File: src/logic/spp_params.svh
// Constants for the scanner pixel pipeline: offsets, encodings, layout.
// Assumes inclusion by its bare name from the package and the top module.
//
// What this block does
// - Take 16-bit converter samples arriving at up to 6 MHz.
// - Horizontal divider offers factors 1, 1.5, 2, 3, 4, 6, 8, 12.
// - Each reduced pixel is the average of its group of inputs; at 1.5, a 2:1 weighted average of two inputs.
// - Output count per line is integer part of inputs over factor.
// - Leftover inputs at line end are dropped, no partial pixel.
// - Order is offset, gain, gamma, packing, then line buffer.
// - Subtract a per-pixel 16-bit offset word read from DRAM.
// - Offset subtraction stops at zero instead of wrapping.
// - Multiply by per-pixel 16-bit gain word, divide by 16384.
// - Gain results above 65535 become 65535.
// - Gain word zero gives zero; 16384 is unity gain.
// - Three colour gamma tables indexed by top 12 bits, 8-bit result.
// - Tables take 12k DRAM words, 4K per colour, low byte used.
// - Host loads tables through the port; colour field picks the table.
// - At 8, 4, 2, 1 bit depth pack top bits into 16-bit words.
// - Earliest pixel lands at bit 15, each pixel MSB first.
// - Incomplete last packed word of a line is not stored.
// - Config register 9 bit 5 selects 16-bit mode, bypassing gamma, packing.
// - In 16-bit mode pixel bits keep their positions in the word.
// - Line buffer is a DRAM FIFO, filled per stored word, drained independently.
// - DRAM of 256k by 16 or 1M by 16 is supported.
// - 108k words hold coefficients and tables; the rest buffers lines, from 96k on in 16-bit mode.
`ifndef SPP_PARAMS_SVH
`define SPP_PARAMS_SVH
`define SPP_PIX_W 16
`define SPP_ADDR_W 20
`define SPP_IDX_CFG 8'h09
`define SPP_IDX_STAT 8'h10
`define SPP_IDX_DPA 8'h11
`define SPP_IDX_DPD 8'h12
`define SPP_CFG_RST 8'h00
`define SPP_STAT_OVF 20
`define SPP_STAT_LOST 21
`define SPP_DP_RD_BIT 15
`define SPP_OFS_BASE 20'h00000
`define SPP_GAIN_BASE 20'h0C000
`define SPP_GAM_BASE 20'h18000
`define SPP_BUF_BASE 20'h1B000
`define SPP_TOP_256K 20'h3FFFF
`define SPP_TOP_1M 20'hFFFFF
`define SPP_GAIN_SHIFT 14
`define SPP_UNITY 16'h4000
`define SPP_SAT 16'hFFFF
`define SPP_DIV_1 3'h0
`define SPP_DIV_1P5 3'h1
`define SPP_DIV_2 3'h2
`define SPP_DIV_3 3'h3
`define SPP_DIV_4 3'h4
`define SPP_DIV_6 3'h5
`define SPP_DIV_8 3'h6
`define SPP_DIV_12 3'h7
`define SPP_DEP_8 2'h0
`define SPP_DEP_4 2'h1
`define SPP_DEP_2 2'h2
`define SPP_DEP_1 2'h3
`endif

File: src/logic/spp_pkg.sv
// Types for the scanner pixel pipeline.
// Assumes the constants header is on the include path.
`include "spp_params.svh"
package spp_pkg;
  // Configuration word, register 9
  typedef struct packed {
    logic enable;
    logic dram_1m;
    logic mode16;
    logic [1:0] depth;
    logic [2:0] div;
  } spp_cfg_t;

  // One DRAM command
  typedef struct packed {
    logic re;
    logic we;
    logic [`SPP_ADDR_W-1:0] addr;
    logic [`SPP_PIX_W-1:0] wdata;
  } spp_mem_t;

  typedef enum logic [3:0] {
    S_IDLE, S_OFS_RQ, S_OFS_DT, S_GAIN_RQ, S_GAIN_DT, S_GAM_RQ, S_GAM_DT,
    S_DP_RQ, S_DP_DT, S_DRN_RQ, S_DRN_DT
  } spp_state_t;
endpackage

File: src/logic/spp_pixel_pipeline.sv
// Pixel pipeline: averaging, offset, gain, gamma, packing, DRAM line FIFO.
// Assumes an AHB-Lite master on CLK, a sample source on CLK and a DRAM port
// that returns read data in the cycle after the read strobe.
//
// Local design decisions: the AHB-Lite register port and the placing of the registers.
`include "spp_params.svh"
module spp_pixel_pipeline import spp_pkg::*; (
  input logic CLK,
  input logic RST,
  input logic HSEL,
  input logic [31:0] HADDR,
  input logic [1:0] HTRANS,
  input logic HWRITE,
  input logic [2:0] HSIZE,
  input logic [31:0] HWDATA,
  input logic HREADY,
  output logic [31:0] HRDATA,
  output logic HREADYOUT,
  output logic HRESP,
  input logic [15:0] PIX_IN,
  input logic PIX_VALID,
  input logic [1:0] PIX_COLOR,
  input logic LINE_START,
  output logic [19:0] MEM_ADDR,
  output logic MEM_RE,
  output logic MEM_WE,
  output logic [15:0] MEM_WDATA,
  input logic [15:0] MEM_RDATA,
  input logic DRAIN_REQ,
  output logic [15:0] DRAIN_DATA,
  output logic DRAIN_VALID
);

  // Last count index of an averaging group
  function automatic logic [3:0] grp_last(input logic [2:0] d);
    case (d)
      `SPP_DIV_1: grp_last = 4'h0;
      `SPP_DIV_2: grp_last = 4'h1;
      `SPP_DIV_3: grp_last = 4'h2;
      `SPP_DIV_4: grp_last = 4'h3;
      `SPP_DIV_6: grp_last = 4'h5;
      `SPP_DIV_8: grp_last = 4'h7;
      `SPP_DIV_12: grp_last = 4'hB;
      default: grp_last = 4'h2;
    endcase
  endfunction

  // Truncating average of a group sum
  function automatic logic [15:0] avg_div(input logic [19:0] s, input logic [2:0] d);
    logic [19:0] q;
    case (d)
      `SPP_DIV_1: q = s;
      `SPP_DIV_2: q = s >> 1;
      `SPP_DIV_4: q = s >> 2;
      `SPP_DIV_6: q = s / 20'h00006;
      `SPP_DIV_8: q = s >> 3;
      `SPP_DIV_12: q = s / 20'h0000C;
      default: q = s / 20'h00003;
    endcase
    avg_div = q[15:0];
  endfunction

  // Pixels per packed word, minus one
  function automatic logic [4:0] pk_last(input logic [1:0] dp);
    case (dp)
      `SPP_DEP_8: pk_last = 5'h01;
      `SPP_DEP_4: pk_last = 5'h03;
      `SPP_DEP_2: pk_last = 5'h07;
      default: pk_last = 5'h0F;
    endcase
  endfunction

  spp_cfg_t cfg_ff, nxt_cfg;
  logic bus_wr_ff, nxt_bus_wr;
  logic [7:0] bus_idx_ff, nxt_bus_idx;
  logic [31:0] hrdata_ff, nxt_hrdata;
  logic [19:0] acc_ff, nxt_acc;
  logic [3:0] cnt_ff, nxt_cnt;
  logic [15:0] prev_ff, nxt_prev;
  logic pend_ff, nxt_pend;
  logic [15:0] pend_pix_ff, nxt_pend_pix;
  logic [1:0] pend_col_ff, nxt_pend_col;
  logic [13:0] pend_idx_ff, nxt_pend_idx;
  logic [13:0] oidx_ff, nxt_oidx;
  logic lost_ff, nxt_lost;
  spp_state_t st_ff, nxt_st;
  spp_mem_t mem_ff, nxt_mem;
  logic [15:0] wk_ff, nxt_wk;
  logic [1:0] col_ff, nxt_col;
  logic [13:0] idx_ff, nxt_idx;
  logic [15:0] pk_ff, nxt_pk;
  logic [4:0] pkn_ff, nxt_pkn;
  logic [19:0] wp_ff, nxt_wp;
  logic [19:0] rp_ff, nxt_rp;
  logic [19:0] fill_ff, nxt_fill;
  logic ovf_ff, nxt_ovf;
  logic [13:0] dp_addr_ff, nxt_dp_addr;
  logic dp_pend_ff, nxt_dp_pend;
  logic dp_rd_ff, nxt_dp_rd;
  logic [15:0] dp_wdata_ff, nxt_dp_wdata;
  logic [15:0] dp_rdata_ff, nxt_dp_rdata;
  logic [15:0] drn_data_ff, nxt_drn_data;
  logic drn_vld_ff, nxt_drn_vld;

  logic bus_go, wr_cfg, wr_stat, wr_dpa, wr_dpd, pend_take;
  logic [19:0] buf_base, buf_top, buf_cap;
  logic full, empty;

  // Data-phase write strobes
  assign wr_cfg = bus_wr_ff && bus_idx_ff == `SPP_IDX_CFG;
  assign wr_stat = bus_wr_ff && bus_idx_ff == `SPP_IDX_STAT;
  assign wr_dpa = bus_wr_ff && bus_idx_ff == `SPP_IDX_DPA;
  assign wr_dpd = bus_wr_ff && bus_idx_ff == `SPP_IDX_DPD;
  assign bus_go = HSEL && HTRANS[1] && HREADY;
  assign pend_take = st_ff == S_IDLE && pend_ff;

  // Buffer window; 16-bit mode reuses gamma area
  assign buf_base = cfg_ff.mode16 ? `SPP_GAM_BASE : `SPP_BUF_BASE;
  assign buf_top = cfg_ff.dram_1m ? `SPP_TOP_1M : `SPP_TOP_256K;
  assign buf_cap = buf_top - buf_base + 20'h00001;
  assign full = fill_ff == buf_cap;
  assign empty = fill_ff == 20'h00000;

  // Circular pointer step
  function automatic logic [19:0] ptr_step(input logic [19:0] p, input logic [19:0] b,
                                           input logic [19:0] t);
    ptr_step = (p == t) ? b : p + 20'h00001;
  endfunction

  // Bus slave: zero wait, read data at address phase
  always_comb begin
    nxt_cfg = cfg_ff;
    nxt_bus_wr = bus_go && HWRITE;
    nxt_bus_idx = bus_go ? HADDR[9:2] : bus_idx_ff;
    nxt_hrdata = hrdata_ff;
    if (wr_cfg) begin
      nxt_cfg = spp_cfg_t'(HWDATA[7:0]);
    end
    if (bus_go && !HWRITE) begin
      case (HADDR[9:2])
        `SPP_IDX_CFG: nxt_hrdata = {24'h000000, cfg_ff};
        `SPP_IDX_STAT: nxt_hrdata = {8'h00, dp_pend_ff, empty, lost_ff, ovf_ff, fill_ff};
        `SPP_IDX_DPA: nxt_hrdata = {16'h0000, dp_rd_ff, 1'b0, dp_addr_ff};
        `SPP_IDX_DPD: nxt_hrdata = {16'h0000, dp_rdata_ff};
        default: nxt_hrdata = 32'h00000000;
      endcase
    end
  end

  always_ff @(posedge CLK) begin
    if (RST) begin
      cfg_ff <= spp_cfg_t'(`SPP_CFG_RST);
      bus_wr_ff <= 1'b0;
      bus_idx_ff <= 8'h00;
      hrdata_ff <= 32'h00000000;
    end else begin
      cfg_ff <= nxt_cfg;
      bus_wr_ff <= nxt_bus_wr;
      bus_idx_ff <= nxt_bus_idx;
      hrdata_ff <= nxt_hrdata;
    end
  end

  // Horizontal averaging into a one-pixel hold slot
  always_comb begin
    logic [19:0] a0, sum, s15;
    logic [3:0] c0;
    logic [13:0] o0;
    logic emit;
    logic [15:0] epix;
    a0 = LINE_START ? 20'h00000 : acc_ff;
    c0 = LINE_START ? 4'h0 : cnt_ff;
    o0 = LINE_START ? 14'h0000 : oidx_ff;
    sum = a0 + {4'h0, PIX_IN};
    s15 = 20'h00000;
    emit = 1'b0;
    epix = 16'h0000;
    nxt_acc = a0;
    nxt_cnt = c0;
    nxt_oidx = o0;
    nxt_prev = prev_ff;
    nxt_pend = pend_take ? 1'b0 : pend_ff;
    nxt_pend_pix = pend_pix_ff;
    nxt_pend_col = pend_col_ff;
    nxt_pend_idx = pend_idx_ff;
    nxt_lost = (wr_stat && HWDATA[`SPP_STAT_LOST]) ? 1'b0 : lost_ff;
    if (PIX_VALID && cfg_ff.enable) begin
      if (cfg_ff.div == `SPP_DIV_1P5) begin
        nxt_prev = PIX_IN;
        case (c0)
          4'h0: begin
            nxt_cnt = 4'h1;
          end
          4'h1: begin
            s15 = {3'h0, prev_ff, 1'b0} + {4'h0, PIX_IN};
            emit = 1'b1;
            nxt_cnt = 4'h2;
          end
          default: begin
            s15 = {4'h0, prev_ff} + {3'h0, PIX_IN, 1'b0};
            emit = 1'b1;
            nxt_cnt = 4'h0;
          end
        endcase
        epix = avg_div(s15, `SPP_DIV_1P5);
      end else if (c0 == grp_last(cfg_ff.div)) begin
        emit = 1'b1;
        epix = avg_div(sum, cfg_ff.div);
        nxt_acc = 20'h00000;
        nxt_cnt = 4'h0;
      end else begin
        nxt_acc = sum;
        nxt_cnt = c0 + 4'h1;
      end
    end
    if (emit) begin
      if (pend_ff && !pend_take) begin
        nxt_lost = 1'b1;
      end
      nxt_pend = 1'b1;
      nxt_pend_pix = epix;
      nxt_pend_col = PIX_COLOR;
      nxt_pend_idx = o0;
      nxt_oidx = o0 + 14'h0001;
    end
  end

  always_ff @(posedge CLK) begin
    if (RST) begin
      acc_ff <= 20'h00000;
      cnt_ff <= 4'h0;
      prev_ff <= 16'h0000;
      pend_ff <= 1'b0;
      pend_pix_ff <= 16'h0000;
      pend_col_ff <= 2'h0;
      pend_idx_ff <= 14'h0000;
      oidx_ff <= 14'h0000;
      lost_ff <= 1'b0;
    end else begin
      acc_ff <= nxt_acc;
      cnt_ff <= nxt_cnt;
      prev_ff <= nxt_prev;
      pend_ff <= nxt_pend;
      pend_pix_ff <= nxt_pend_pix;
      pend_col_ff <= nxt_pend_col;
      pend_idx_ff <= nxt_pend_idx;
      oidx_ff <= nxt_oidx;
      lost_ff <= nxt_lost;
    end
  end

  // Correction sequencer and DRAM port owner
  always_comb begin
    logic [31:0] prod;
    logic [15:0] g16;
    logic [15:0] bw;
    logic do_bw;
    logic [15:0] pkv;
    spp_cfg_t wcfg;
    prod = 32'h00000000;
    g16 = 16'h0000;
    bw = 16'h0000;
    do_bw = 1'b0;
    pkv = pk_ff;
    wcfg = spp_cfg_t'(HWDATA[7:0]);
    nxt_st = st_ff;
    nxt_mem = '0;
    nxt_wk = wk_ff;
    nxt_col = col_ff;
    nxt_idx = idx_ff;
    nxt_pk = pk_ff;
    nxt_pkn = pkn_ff;
    nxt_wp = wp_ff;
    nxt_rp = rp_ff;
    nxt_fill = fill_ff;
    nxt_ovf = (wr_stat && HWDATA[`SPP_STAT_OVF]) ? 1'b0 : ovf_ff;
    nxt_dp_addr = dp_addr_ff;
    nxt_dp_pend = dp_pend_ff;
    nxt_dp_rd = dp_rd_ff;
    nxt_dp_wdata = dp_wdata_ff;
    nxt_dp_rdata = dp_rdata_ff;
    nxt_drn_data = drn_data_ff;
    nxt_drn_vld = 1'b0;
    case (st_ff)
      S_IDLE: begin
        if (pend_ff) begin
          nxt_wk = pend_pix_ff;
          nxt_col = pend_col_ff;
          nxt_idx = pend_idx_ff;
          nxt_mem.re = 1'b1;
          nxt_mem.addr = `SPP_OFS_BASE + {4'h0, pend_col_ff, pend_idx_ff};
          nxt_st = S_OFS_RQ;
        end else if (dp_pend_ff) begin
          nxt_mem.addr = `SPP_GAM_BASE + {6'h00, dp_addr_ff};
          if (dp_rd_ff) begin
            nxt_mem.re = 1'b1;
            nxt_st = S_DP_RQ;
          end else begin
            nxt_mem.we = 1'b1;
            nxt_mem.wdata = dp_wdata_ff;
            nxt_dp_pend = 1'b0;
            nxt_dp_addr = {dp_addr_ff[13:12], dp_addr_ff[11:0] + 12'h001};
          end
        end else if (DRAIN_REQ && !empty && !drn_vld_ff) begin
          nxt_mem.re = 1'b1;
          nxt_mem.addr = rp_ff;
          nxt_st = S_DRN_RQ;
        end
      end
      S_OFS_RQ: nxt_st = S_OFS_DT;
      S_OFS_DT: begin
        nxt_wk = (MEM_RDATA > wk_ff) ? 16'h0000 : wk_ff - MEM_RDATA;
        nxt_mem.re = 1'b1;
        nxt_mem.addr = `SPP_GAIN_BASE + {4'h0, col_ff, idx_ff};
        nxt_st = S_GAIN_RQ;
      end
      S_GAIN_RQ: nxt_st = S_GAIN_DT;
      S_GAIN_DT: begin
        prod = {16'h0000, wk_ff} * {16'h0000, MEM_RDATA};
        // Saturate when any bit lands above the 16-bit result window
        g16 = (|(prod >> (`SPP_GAIN_SHIFT + 16))) ? `SPP_SAT : 16'(prod >> `SPP_GAIN_SHIFT);
        nxt_wk = g16;
        if (cfg_ff.mode16) begin
          do_bw = 1'b1;
          bw = g16;
          nxt_st = S_IDLE;
        end else begin
          nxt_mem.re = 1'b1;
          nxt_mem.addr = `SPP_GAM_BASE + {6'h00, col_ff, g16[15:4]};
          nxt_st = S_GAM_RQ;
        end
      end
      S_GAM_RQ: nxt_st = S_GAM_DT;
      S_GAM_DT: begin
        case (cfg_ff.depth)
          `SPP_DEP_8: pkv = {pk_ff[7:0], MEM_RDATA[7:0]};
          `SPP_DEP_4: pkv = {pk_ff[11:0], MEM_RDATA[7:4]};
          `SPP_DEP_2: pkv = {pk_ff[13:0], MEM_RDATA[7:6]};
          default: pkv = {pk_ff[14:0], MEM_RDATA[7]};
        endcase
        nxt_pk = pkv;
        nxt_pkn = pkn_ff + 5'h01;
        if (pkn_ff == pk_last(cfg_ff.depth)) begin
          do_bw = 1'b1;
          bw = pkv;
          nxt_pkn = 5'h00;
        end
        nxt_st = S_IDLE;
      end
      S_DP_RQ: nxt_st = S_DP_DT;
      S_DP_DT: begin
        nxt_dp_rdata = MEM_RDATA;
        nxt_dp_pend = 1'b0;
        nxt_dp_rd = 1'b0;
        nxt_st = S_IDLE;
      end
      S_DRN_RQ: nxt_st = S_DRN_DT;
      S_DRN_DT: begin
        nxt_drn_data = MEM_RDATA;
        nxt_drn_vld = 1'b1;
        nxt_rp = ptr_step(rp_ff, buf_base, buf_top);
        nxt_fill = fill_ff - 20'h00001;
        nxt_st = S_IDLE;
      end
      default: nxt_st = S_IDLE;
    endcase
    // Store one word into the FIFO, or flag overflow
    if (do_bw) begin
      if (full) begin
        nxt_ovf = 1'b1;
      end else begin
        nxt_mem.we = 1'b1;
        nxt_mem.addr = wp_ff;
        nxt_mem.wdata = bw;
        nxt_wp = ptr_step(wp_ff, buf_base, buf_top);
        nxt_fill = fill_ff + 20'h00001;
      end
    end
    if (LINE_START) begin
      nxt_pk = 16'h0000;
      nxt_pkn = 5'h00;
    end
    // Data port commands from the bus
    if (wr_dpa) begin
      nxt_dp_addr = HWDATA[13:0];
      nxt_dp_rd = HWDATA[`SPP_DP_RD_BIT];
      nxt_dp_pend = HWDATA[`SPP_DP_RD_BIT] | dp_pend_ff;
    end else if (wr_dpd) begin
      nxt_dp_wdata = HWDATA[15:0];
      nxt_dp_rd = 1'b0;
      nxt_dp_pend = 1'b1;
    end
    if (wr_cfg) begin
      nxt_wp = wcfg.mode16 ? `SPP_GAM_BASE : `SPP_BUF_BASE;
      nxt_rp = nxt_wp;
      nxt_fill = 20'h00000;
    end
  end

  always_ff @(posedge CLK) begin
    if (RST) begin
      st_ff <= S_IDLE;
      mem_ff <= '0;
      wk_ff <= 16'h0000;
      col_ff <= 2'h0;
      idx_ff <= 14'h0000;
      pk_ff <= 16'h0000;
      pkn_ff <= 5'h00;
      wp_ff <= `SPP_BUF_BASE;
      rp_ff <= `SPP_BUF_BASE;
      fill_ff <= 20'h00000;
      ovf_ff <= 1'b0;
      dp_addr_ff <= 14'h0000;
      dp_pend_ff <= 1'b0;
      dp_rd_ff <= 1'b0;
      dp_wdata_ff <= 16'h0000;
      dp_rdata_ff <= 16'h0000;
      drn_data_ff <= 16'h0000;
      drn_vld_ff <= 1'b0;
    end else begin
      st_ff <= nxt_st;
      mem_ff <= nxt_mem;
      wk_ff <= nxt_wk;
      col_ff <= nxt_col;
      idx_ff <= nxt_idx;
      pk_ff <= nxt_pk;
      pkn_ff <= nxt_pkn;
      wp_ff <= nxt_wp;
      rp_ff <= nxt_rp;
      fill_ff <= nxt_fill;
      ovf_ff <= nxt_ovf;
      dp_addr_ff <= nxt_dp_addr;
      dp_pend_ff <= nxt_dp_pend;
      dp_rd_ff <= nxt_dp_rd;
      dp_wdata_ff <= nxt_dp_wdata;
      dp_rdata_ff <= nxt_dp_rdata;
      drn_data_ff <= nxt_drn_data;
      drn_vld_ff <= nxt_drn_vld;
    end
  end

  // Output drive, from flops except the constant HREADYOUT and HRESP
  assign HRDATA = hrdata_ff;
  assign HREADYOUT = 1'b1;
  assign HRESP = 1'b0;
  assign MEM_ADDR = mem_ff.addr;
  assign MEM_RE = mem_ff.re;
  assign MEM_WE = mem_ff.we;
  assign MEM_WDATA = mem_ff.wdata;
  assign DRAIN_DATA = drn_data_ff;
  assign DRAIN_VALID = drn_vld_ff;
endmodule

File: config.mk
export PLATFORM = sky130hd
export DESIGN_NAME = spp_pixel_pipeline
export DESIGN_NICKNAME = d
export VERILOG_FILES = /design/src/logic/spp_pkg.sv /design/src/logic/spp_pixel_pipeline.sv
export VERILOG_INCLUDE_DIRS = /design/src /design/src/logic
export SDC_FILE = /design/constraint.sdc
export NUM_CORES = 2
export LEC_CHECK = 0
export BUFFER_PORTS_ARGS = -buffer_cell sky130_fd_sc_hd__buf_2
export CORE_ASPECT_RATIO = 0.8
export CORE_MARGIN = 2
export CORE_UTILIZATION = 50
export DETAILED_ROUTE_END_ITERATION = 8
export PLACE_DENSITY_LB_ADDON = 0.25
export SLEW_MARGIN = 25
export SYNTH_ARGS = -nofsm -noshare
export SYNTH_HDL_FRONTEND = slang
export SYNTH_SLANG_ARGS = --single-unit
File: constraint.sdc
create_clock -name CLK -period 62.5 [get_ports CLK]
set_input_delay 12.5 -clock CLK [delete_from_list [all_inputs] [get_ports CLK]]
set_output_delay 12.5 -clock CLK [all_outputs]
set_load 0.02 [all_outputs]
==> impl_metrics.ini <==
[run_status]
status = finished clean

[logic_synthesis]
yosys.area.top_type = dfxtp_1
ys_top_cells_by_area = dfxtp_1, fa_1, ha_1, nand2_1, a21oi_1
synth-seq-cells = 349
synth_cell_types = 120
synth_top_area_share_pct = 19.35
synth_area_um2 = 36110
postSynthCellCount = 4731
yosysWarningCount = 0
ys_seq_area_share_pct = 19.35
post-synth-top-count-cell = nand2_1
synth_area_per_cell_um2 = 7.634
synth_ff_type = dfxtp_1
async_flop_share_pct = 0
synth_top_cells_by_count = nand2_1, nor2_1, a21oi_1
synth-edff-count = 0

[detailed_routing]
wl_per_cell_um = 19.33
dr.pass1.iters = 8
finalWirelength_um = 110200
routed-via-count = 34709
drtIter0Drc = 3338
viasPerCell = 6.085
drc = 0
detail-route-antenna-nets = 0

[power_and_ir_drop]
power_density_nw_per_um2 = 34.82
p_leak_nw = 16.46
ir_drop_v = 0.00005535
total_power_w = 0.001352

[critical_path]
cp-start-kind = input port
crit_fanout = 43
max_stage_delay_ns = 0.86
crit_arrival_ns = 57.22
crit_top_cell = o21a_1
timing_worst_setup_path_type = in -> reg
end_kind = flop
critical_path_required_ns = 62.96
crit_slowest_cell = nor4_1

[hold_path]
hp-class = reg -> reg

[sta]
max_freq_mhz = 17.62
fin_setup_tns_ns = 0
fin_hold_ws_ns = 0.4516
worst_clock_skew_ns = 0.06187
setup_viol = 0
finalHoldViolCount = 0
slew_viol_final = 0
worst_pin_slew_ns = 1.078
fin_crit_sh_pct = 90.82
relSlewSlack_pct = 27.96
rsz0062_at_grt = false
period_minus_slack_ns = 56.76

[die]
io_pins = 200
core-area_um2 = 71790
initial_utilization_pct = 50.31
std_cell_rows = 88
fp.dieH_um = 244.4
dieWidth_um = 304.5
dieArea_um2 = 74410

[global_routing]
grt_pass1_wl_um = 177000
antenna_found_initial = 2
grt_overflow = 0
grtUsageTotal_pct = 29.18
first_global_vias = 32180
grt_max_degree = 115

[finish]
drive_gt1_share_pct = 8.195
multi_input_area_um2 = 27020
area.growth.synth_to_final_pct = 7.539
final_nets = 5310
nFillCells = 6845
diodes = 0
regArea_um2 = 6987

[cts]
cts_made_buffers = 40
cts-root-buf = clkbuf_16
path_clk_slew_ns = 0.06
htreeDepth = 2
tritoncts = built
ctsHoldBuffers = 0
clock_sinks = 349
clk_path_buf_depth = 3
post_cts_resized = 0
post_cts_buffers = 0
clock_latency_ns = 0.62

[place]
dpl.hpwl_um = 82710
gp_congestion = 0.9554
port_buffers = 147

[run]
cap_violations = 0
layout by cell type, fill, tap and decap left out, types with 34 or more instances in the layout:
cell type,Yosys,final
dfxtp_1,349,349
a221oi_1,34,34
nor2_1,455,453
a211oi_1,50,50
mux2i_1,41,41
clkbuf_16,0,40
buf_4,14,47
nand3_1,119,119
a21o_1,49,49
fa_1,197,197
o21ai_0,183,183
a21oi_1,376,375
nand4_1,36,36
nor2b_1,53,53
and3_1,37,37
a22oi_1,66,66
o21a_1,65,65
nor3_1,148,147
and2_1,98,97
ha_1,267,267
xnor2_1,111,111
inv_1,319,319
xor2_1,84,84
nand2b_1,50,50
nand2_1,680,680
or3_1,36,36
o211ai_1,42,42
o21bai_1,52,52
buf_2,9,148
state kept, by name (all words and copies together) (netlist names), 14 cells and up:
register	count
DRAIN_DATA	16
dp_wdata_ff	16
wp_ff	20
pend_pix_ff	16
HRDATA	24
acc_ff	20
oidx_ff	14
dp_addr_ff	14
fill_ff	20
dp_rdata_ff	16
prev_ff	16
MEM_ADDR	20
pk_ff	15
idx_ff	14
wk_ff	16
rp_ff	20
pend_idx_ff	14
MEM_WDATA	16
per-stage QoR:
step                cells  instance area (um^2)  setup WS, ns  utilization (%)
global placement     5636                 37480         6.745            52.21
floorplan            4739                 36140         13.21                -
finish               5704                 38840         5.739            54.10
CTS                  5702                 38820         6.592            54.07
global route         5704                 38840         1.218            54.10
detailed placement   5636                 37490         6.152            52.22
worst paths after layout:
check,from,endpoint,slack [ns],depth (start not counted)
setup / recovery,LINE_START,pend_pix_ff[0],5.74,178
hold / removal,DRAIN_DATA[12],DRAIN_DATA[12],0.45,2
setup reg to reg,acc_ff[0],pend_pix_ff[0],17.93,177
hold reg to reg,DRAIN_DATA[12],DRAIN_DATA[12],0.45,2
metal layers:
layer	wire length (um)	share of wire [%]	global-route usage (%)	vias up
li1	-	-	-	16651
met1	51090	46	43.48	16505
met2	46180	42	42.86	1398
met3	10420	9.5	5.642	153
met4	2532	2.3	7.499	2
met5	13	0.012	0	-
area by class of cell:
type	count	share of cell area (%)
tap	945	3.044
sequential	349	17.99
inverter	321	3.102
timing repair buffer	196	2.851
clock buffer	53	2.935
multi-input combinational	3827	69.58
clock inverter	13	0.4961
cells by family after synthesis:
kind of cell,synth area share (%)
simple gates,23.76
compound gates,22.88
buf+inv,6.028
fa+ha+maj,20.23
flops,19.35
xor+xnor,4.729
mux,3.014
other cells,0.02079
critical path, delay by kind of cell:
kind | cells | cell delay (ns)
mux | 5 | 1.64
buf+inv | 4 | 1.03
fa+ha+maj | 21 | 6.34
simple gates | 60 | 16.03
compound gates | 88 | 19.59
power by group:
part	switching [W]	leakage (nW)	internal [W]
sequential	0.0000118	2.81	0.000228
combinational	0.000571	13.0	0.000298
clock	0.000106	0.648	0.000138
Note: power is estimated with default switching activity, not from simulation.
